==> config.mk <==
export PLATFORM = sky130hd
export DESIGN_NAME = adc_conversion_timing
export DESIGN_NICKNAME = d
export VERILOG_FILES = /design/src/adct_pkg.sv /design/src/adct_clock_divider.sv /design/src/adc_conversion_timing.sv
export SDC_FILE = /design/constraint.sdc
export NUM_CORES = 1
export LEC_CHECK = 0
export ABC_CLOCK_PERIOD_IN_PS = 3400
export BUFFER_PORTS_ARGS = -buffer_cell sky130_fd_sc_hd__buf_2
export CAP_MARGIN = 20
export CORE_MARGIN = 5
export CORE_UTILIZATION = 40
export DETAILED_ROUTE_END_ITERATION = 12
export PLACE_DENSITY = 0.58
export SYNTH_ARGS = -nofsm -noshare
export SYNTH_HDL_FRONTEND = slang
export SYNTH_SLANG_ARGS = --single-unit
==> constraint.sdc <==
create_clock -name clk -period 3.4 [get_ports clk]
set_input_delay 0.34 -clock clk [delete_from_list [all_inputs] [get_ports clk]]
set_output_delay 0.34 -clock clk [all_outputs]
set_load 0.01 [all_outputs]
==> src/adct_pkg.sv <==
// Package for the converter timing block: selects, counts, carriers and states
`default_nettype none
package adct_pkg;
    localparam int          RESULT_WIDTH   = 10;
    localparam int          WORD_WIDTH     = 16;
    localparam int          CONV_STEPS     = 40;
    localparam int          LOAD_CPU_CYC   = 2;
    localparam int          CAL_BC_PERIODS = 3328;
    localparam logic [15:0] RESULT_RESET   = 16'h0000;
    localparam logic [9:0]  RESULT_ZERO    = 10'h000;
    localparam logic [9:0]  RESULT_FULL    = 10'h3FF;
    localparam int          DIVSEL_POS     = 14;
    localparam int          SAMPSEL_POS    = 12;
    localparam int          DIV_BY_4       = 4;
    localparam int          DIV_BY_2       = 2;
    localparam int          DIV_BY_16      = 16;
    localparam int          DIV_BY_8       = 8;
    localparam int          SAMP_8         = 8;
    localparam int          SAMP_16        = 16;
    localparam int          SAMP_32        = 32;
    localparam int          SAMP_64        = 64;

    typedef struct packed {
        logic [1:0] basicClockDividerSelect;
        logic [1:0] sampleLengthSelect;
    } adct_ctrl_t;

    typedef struct packed {
        logic       belowGround;
        logic       aboveSupply;
        logic [9:0] code;
    } adct_sample_t;

    typedef enum logic [3:0] {
        ST_IDLE   = 4'h1,
        ST_SAMPLE = 4'h2,
        ST_CONV   = 4'h4,
        ST_LOAD   = 4'h8
    } adct_state_t;
endpackage
`default_nettype wire

==> src/adct_clock_divider.sv <==
// Basic clock enable generator: one-cycle pulse every selected CPU clocks
`default_nettype none
module adct_clock_divider (
    input  wire logic       clk,
    input  wire logic       reset,
    input  wire logic [1:0] divSelect,
    output var  logic       bcTick
);
    logic [3:0] count;
    logic [3:0] terminal;

    always_comb begin
        case (divSelect)
            2'h0:    terminal = 4'(adct_pkg::DIV_BY_4 - 1);
            2'h1:    terminal = 4'(adct_pkg::DIV_BY_2 - 1);
            2'h2:    terminal = 4'(adct_pkg::DIV_BY_16 - 1);
            default: terminal = 4'(adct_pkg::DIV_BY_8 - 1);
        endcase
    end

    always_ff @(posedge clk) begin
        if (reset || count >= terminal) begin
            count <= 4'h0;
        end else begin
            count <= count + 4'h1;
        end
    end

    always_ff @(posedge clk) begin
        if (reset) begin
            bcTick <= 1'b0;
        end else begin
            bcTick <= (count >= terminal);
        end
    end
endmodule
`default_nettype wire

==> src/adc_conversion_timing.sv <==
// Conversion sequencer: sample phase, 40 steps, result load, reset calibration
`default_nettype none
module adc_conversion_timing #(
    parameter int CAL_PERIODS = adct_pkg::CAL_BC_PERIODS
) (
    input  wire logic                 clk,
    input  wire logic                 reset,
    input  wire logic [15:0]          converterControlWord,
    input  wire logic                 startConversion,
    input  wire adct_pkg::adct_sample_t analogIn,
    output var  logic [15:0]          resultWord,
    output var  logic                 conversionDone,
    output var  logic                 busy,
    output var  logic                 sampling,
    output var  logic                 calibrating
);
    adct_pkg::adct_ctrl_t   ctrl;
    adct_pkg::adct_state_t  state;
    adct_pkg::adct_sample_t held;
    adct_pkg::adct_sample_t inSync1;
    adct_pkg::adct_sample_t inSync2;
    logic                   startSync1;
    logic                   startSync2;
    logic                   startPrev;
    logic                   startEdge;
    logic                   startPending;
    logic                   bcTick;
    logic [6:0]             phaseCount;
    logic [6:0]             sampleLast;
    logic                   loadCount;
    logic [12:0]            calCount;
    logic [9:0]             resultCode;

    assign ctrl.basicClockDividerSelect = converterControlWord[adct_pkg::DIVSEL_POS +: 2];
    assign ctrl.sampleLengthSelect      = converterControlWord[adct_pkg::SAMPSEL_POS +: 2];

    adct_clock_divider u_div (
        .clk       (clk),
        .reset     (reset),
        .divSelect (ctrl.basicClockDividerSelect),
        .bcTick    (bcTick)
    );

    always_comb begin
        case (ctrl.sampleLengthSelect)
            2'h0:    sampleLast = 7'(adct_pkg::SAMP_8 - 1);
            2'h1:    sampleLast = 7'(adct_pkg::SAMP_16 - 1);
            2'h2:    sampleLast = 7'(adct_pkg::SAMP_32 - 1);
            default: sampleLast = 7'(adct_pkg::SAMP_64 - 1);
        endcase
    end

    // Pin-side inputs are synchronised before use
    always_ff @(posedge clk) begin
        inSync1    <= analogIn;
        inSync2    <= inSync1;
        startSync1 <= startConversion;
        startSync2 <= startSync1;
        startPrev  <= reset ? 1'b0 : startSync2;
    end

    assign startEdge = startSync2 && !startPrev;

    // A taken start waits for a basic tick so the sample phase spans whole periods
    always_ff @(posedge clk) begin
        if (reset || state != adct_pkg::ST_IDLE || bcTick) begin
            startPending <= 1'b0;
        end else if (startEdge) begin
            startPending <= 1'b1;
        end
    end

    always_ff @(posedge clk) begin
        if (reset) begin
            state      <= adct_pkg::ST_IDLE;
            phaseCount <= 7'h00;
            loadCount  <= 1'b0;
        end else begin
            case (state)
                adct_pkg::ST_IDLE: begin
                    if ((startEdge || startPending) && bcTick) begin
                        state      <= adct_pkg::ST_SAMPLE;
                        phaseCount <= 7'h00;
                    end
                end
                adct_pkg::ST_SAMPLE: begin
                    if (bcTick) begin
                        if (phaseCount == sampleLast) begin
                            state      <= adct_pkg::ST_CONV;
                            phaseCount <= 7'h00;
                        end else begin
                            phaseCount <= phaseCount + 7'h01;
                        end
                    end
                end
                adct_pkg::ST_CONV: begin
                    if (bcTick) begin
                        if (phaseCount == 7'(adct_pkg::CONV_STEPS - 1)) begin
                            state     <= adct_pkg::ST_LOAD;
                            loadCount <= 1'b0;
                        end else begin
                            phaseCount <= phaseCount + 7'h01;
                        end
                    end
                end
                adct_pkg::ST_LOAD: begin
                    if (loadCount == 1'(adct_pkg::LOAD_CPU_CYC - 1)) begin
                        state <= adct_pkg::ST_IDLE;
                    end else begin
                        loadCount <= loadCount + 1'b1;
                    end
                end
                default: state <= adct_pkg::ST_IDLE;
            endcase
        end
    end

    // Input tracked only while sampling, frozen afterwards
    always_ff @(posedge clk) begin
        if (reset) begin
            held <= '0;
        end else if (state == adct_pkg::ST_SAMPLE) begin
            held <= inSync2;
        end
    end

    always_comb begin
        if (held.belowGround) begin
            resultCode = adct_pkg::RESULT_ZERO;
        end else if (held.aboveSupply) begin
            resultCode = adct_pkg::RESULT_FULL;
        end else begin
            resultCode = held.code;
        end
    end

    logic loadNow;
    assign loadNow = (state == adct_pkg::ST_LOAD) && (loadCount == 1'(adct_pkg::LOAD_CPU_CYC - 1));

    always_ff @(posedge clk) begin
        if (reset) begin
            resultWord     <= adct_pkg::RESULT_RESET;
            conversionDone <= 1'b0;
        end else begin
            conversionDone <= loadNow;
            if (loadNow) begin
                resultWord[adct_pkg::RESULT_WIDTH-1:0] <= resultCode;
            end
        end
    end

    // Calibration counts basic periods only when no conversion is running
    always_ff @(posedge clk) begin
        if (reset) begin
            calCount    <= 13'h0000;
            calibrating <= 1'b1;
        end else if (calibrating && bcTick && state == adct_pkg::ST_IDLE) begin
            if (calCount == 13'(CAL_PERIODS - 1)) begin
                calibrating <= 1'b0;
            end else begin
                calCount <= calCount + 13'h0001;
            end
        end
    end

    always_ff @(posedge clk) begin
        if (reset) begin
            busy     <= 1'b0;
            sampling <= 1'b0;
        end else begin
            busy     <= (state != adct_pkg::ST_IDLE);
            sampling <= (state == adct_pkg::ST_SAMPLE);
        end
    end

    AST_DONE_ON_LOAD: assert property (@(posedge clk) disable iff (reset)
        loadNow |=> conversionDone) else $error("done not raised after load");
    AST_DONE_ONE_CYCLE: assert property (@(posedge clk) disable iff (reset)
        conversionDone |=> !conversionDone) else $error("done longer than one cycle");
    AST_HELD_STABLE: assert property (@(posedge clk) disable iff (reset)
        (state == adct_pkg::ST_CONV) |=> $stable(held)) else $error("sample changed after sample phase");
    AST_CONV_TO_LOAD: assert property (@(posedge clk) disable iff (reset)
        (state == adct_pkg::ST_CONV && $past(state) == adct_pkg::ST_SAMPLE) |-> ##[1:700]
        (state == adct_pkg::ST_LOAD)) else $error("conversion steps overrun");
    AST_LOAD_TWO: assert property (@(posedge clk) disable iff (reset)
        (state == adct_pkg::ST_LOAD && $past(state) == adct_pkg::ST_CONV) |=>
        (state == adct_pkg::ST_LOAD) ##1 (state == adct_pkg::ST_IDLE)) else $error("load not two cycles");
    AST_CLAMP_LOW: assert property (@(posedge clk) disable iff (reset)
        (loadNow && held.belowGround) |=> resultWord[9:0] == adct_pkg::RESULT_ZERO) else $error("low clamp");
    AST_CLAMP_HIGH: assert property (@(posedge clk) disable iff (reset)
        (loadNow && !held.belowGround && held.aboveSupply) |=> resultWord[9:0] == adct_pkg::RESULT_FULL)
        else $error("high clamp");
    AST_CODE_PASS: assert property (@(posedge clk) disable iff (reset)
        (loadNow && !held.belowGround && !held.aboveSupply) |=> resultWord[9:0] == $past(held.code))
        else $error("in-range code not loaded");
    AST_UPPER_KEPT: assert property (@(posedge clk) disable iff (reset)
        1'b1 |=> $stable(resultWord[15:10])) else $error("upper result bits changed");
    AST_CAL_PAUSE: assert property (@(posedge clk) disable iff (reset)
        (state != adct_pkg::ST_IDLE) |=> $stable(calCount)) else $error("calibration ran during conversion");
    AST_SAMPLE_TICKS: assert property (@(posedge clk) disable iff (reset)
        (state == adct_pkg::ST_SAMPLE && !bcTick) |=> $stable(phaseCount)) else $error("sample count moved");
    AST_ENTER_ON_TICK: assert property (@(posedge clk) disable iff (reset)
        (state == adct_pkg::ST_IDLE && !bcTick) |=> (state == adct_pkg::ST_IDLE))
        else $error("sample phase began between basic ticks");
    AST_PENDING_IDLE: assert property (@(posedge clk) disable iff (reset)
        startPending |-> (state == adct_pkg::ST_IDLE)) else $error("start held pending while busy");
    AST_CAL_STAYS_DONE: assert property (@(posedge clk) disable iff (reset)
        !calibrating |=> !calibrating) else $error("calibration restarted without reset");

    COV_CONVERSION: cover property (@(posedge clk) disable iff (reset) conversionDone);
    COV_CAL_END: cover property (@(posedge clk) disable iff (reset) $fell(calibrating));
    COV_CONV_IN_CAL: cover property (@(posedge clk) disable iff (reset) calibrating && conversionDone);
    COV_CLAMP: cover property (@(posedge clk) disable iff (reset) loadNow && held.aboveSupply);
    COV_PENDING: cover property (@(posedge clk) disable iff (reset) startPending);
endmodule
`default_nettype wire

==> run summary <==
status -> completed
post_cts resized -> 0
DRT antenna net count -> 0
Worst Path Required -> 3.67 ns
GPL Wtd Cong -> 0.773
sequential area share after synthesis -> 51.7%
worst slack at placement -> 1.24 ns
met1 GRT Util -> 16.8%
total number of vias -> 2,377
CTS tree -> done
final hold vios -> 0
Die Span Y -> 100 µm
Layout area overhead -> 12.1%
reg2reg end -> phaseCount[0]
HP Start -> analogIn[4]
post-synth top area cell -> dfxtp_1
crit path kind -> reg2reg
Fmax -> 459 MHz
routed vias/inst -> 4.95
Crit. End Element -> register
die footprint -> 0.0100 mm²
routed length per instance -> 12.6 µm
total core area -> 0.00781 mm²
Post-CTS Setup Bufs -> 0
Synth async-reset ratio -> 0%
final setup skew -> 0.00849 ns
Synth cell types -> 51
root buffer cell -> clkbuf_8
Initial Util -> 41.6%
Least-Margin Pin Slew -> 0.838 ns
CP Launch Point -> state[1]
global-route wire length before repair -> 10.2 mm
I/O pin count -> 51
Synth Instances -> 345
setup TNS -> 0 ns
layout cells sized above 1 -> 16.9%
clk sink count -> 84
worst path arrival time -> 2.45 ns
area of the multi-input gates -> 0.00144 mm²
Post-Route Utilization -> 46.7%
Hold Buf Count CTS -> 0
leakage -> 1.43 nW
antenna fix cells -> 0
register area -> 0.00168 mm²
reg-to-reg startpoint -> state[1]
# rows -> 32
R2R depth -> 4
worst setup margin -> 1.22 ns
Layout Nets -> 410
CTS clock-pin slew for the worst setup and hold paths -> 0.09 ns
Final setup viols -> 0
dpl cells -> 464
Max Transition Viols Final -> 0
overall routing resource usage -> 12.6%
PD cells -> 573 mW/mm²
largest net degree at the start of global routing -> 47
critical path startpoint category -> register
crit-path max FO -> 17
Most used DFF post-synth -> dfxtp_1
Avg Cell Area, Syn -> 9.42 µm²
DRT Wirelength -> 6.07 mm
Die Wd -> 100 µm
Hold Path Class -> in2reg
Max Root-Sink Buffers -> 2
EDFF count, synth -> 0
Reg2Reg Setup Slack -> 1.22 ns
fin crit share -> 64.1%
slew margin rel. -> 44.1%
detailed placement HPWL -> 4.03 mm
minimum clock period -> 2.18 ns
commonest cells after routing, fill and taps aside -> dfxtp_1 (84), nand2_1 (48), nor2_1 (41), buf_2 (32), a21oi_1 (18)
largest cells by area after synthesis -> dfxtp_1 (52%), nand2_1 (5.5%), nor2_1 (4.7%), xor2_1 (3.0%), a21oi_1 (2.8%)
drt pass-1 iters -> 4
Initial DRC Count -> 172
Synth Register Bits -> 84
crit path capture -> phaseCount[0]
DRC violation count after routing -> 0
PortBufs -> 32
RSZ-0062 raised after global routing -> no
commonest non-fill, non-tap cell in the layout -> dfxtp_1
VDD IR max -> 0.309 mV
total CTS buffers -> 9
busiest metal layer after global routing -> met2
worst skew pair latency -> 0.35 ns
final std cells w/o fill -> 480
Layout fillers -> 785
vias in the first global route -> 2,186
depth of the CTS H-tree -> 3
warning count from the yosys run -> 0
M3 GR Usage -> 2.92%
GRT met2 Usage -> 19.1%
Yosys top cell area share -> 51.7%
GRT Residual Overflow -> 0
Cell Area, Synth -> 0.00325 mm²
Max Cap Violations -> 0
initial antenna violation count -> 0
## worst max-delay path, cell delays in order, from the launching register on
cell and delay, ns:
dfxtp_1 0.56, or4b_4 0.66, nor4_4 0.57, o21ai_2 0.14, o31ai_2 0.17
## cell families (layout without fill, tap and decap cells)
family | count (synthesis) | count (layout) | share of synthesized area (%)
AND/OR/NAND/NOR | 151 | 151 | 25.1
flip-flops | 84 | 84 | 51.7
AO/OA/AOI/OAI | 60 | 60 | 11.5
buffers and inverters | 26 | 54 | 4.54
XOR/XNOR | 15 | 15 | 4.04
adder cells (fa/ha/maj) | 6 | 6 | 2.31
multiplexers | 2 | 2 | 0.616
other | 1 | 6 | 0.115
## worst min path at each step
| stage | slack [ns] | cells after the start | to |
|---|---|---|---|
| global placement | 0.31 | 0 | inSync2[7] |
| CTS | 0.07 | 1 | inSync1[5] |
| global route | 0.06 | 1 | inSync1[7] |
| floorplan | 0.31 | 0 | inSync2[0] |
| finish | 0.08 | 1 | inSync1[4] |
| detailed placement | 0.31 | 0 | inSync2[11] |
## state kept, by name (all words and copies together), names as in the netlist
| signal | flops |
|---|---|
| u_div.bcTick | 1 |
| inSync1 | 12 |
| u_div.count | 4 |
| conversionDone | 1 |
| phaseCount | 7 |
| resultWord | 10 |
| startSync2 | 1 |
| calibrating | 1 |
| held | 12 |
| calCount | 13 |
| busy | 1 |
| loadCount | 1 |
| startSync1 | 1 |
| state | 4 |
| startPending | 1 |
| startPrev | 1 |
| inSync2 | 12 |
| sampling | 1 |
## Yosys cell counts (4+ instances only)
cell type / count
a21oi_1: 18
and3_1: 7
buf_4: 7
clkbuf_1: 9
dfxtp_1: 84
ha_1: 6
inv_1: 4
nand2_1: 48
nand3_1: 11
nand4_1: 7
nor2_1: 41
nor3_1: 8
o211ai_1: 8
o21ai_0: 15
xnor2_1: 4
xor2_1: 11
## where the power goes
group / total, mW / internal, mW / switching [mW]
sequential: 1.09 / 1.04 / 0.0517
clock: 0.728 / 0.352 / 0.376
combinational: 0.271 / 0.119 / 0.152
## per-stage QoR
stage               power (mW)  hold WS [ns]  area, µm²
floorplan                 1.34         0.310       3270
detailed placement        1.38         0.312       3440
finish                    2.09        0.0828       3640
global placement          1.38         0.311       3440
CTS                       2.12        0.0650       3640
global route              2.20        0.0567       3640
## per-layer routing
layer / routed length [µm] / share of wire [%]
met3: 245 / 4.0
met4: 125 / 2.1
met2: 2700 / 45
met5: 0 / 0
met1: 3000 / 49
## area by class of cell
| cell class | instances | area share [%] |
|---|---|---|
| Tap cell | 102 | 3.50 |
| Multi-Input combinational cell | 240 | 39.5 |
| Timing Repair Buffer | 34 | 4.81 |
| Clock inverter | 7 | 2.23 |
| Inverter | 4 | 0.412 |
| Clock buffer | 9 | 3.40 |
| Sequential cell | 84 | 46.1 |
No activity file was read; power rests on OpenSTA's default activity.
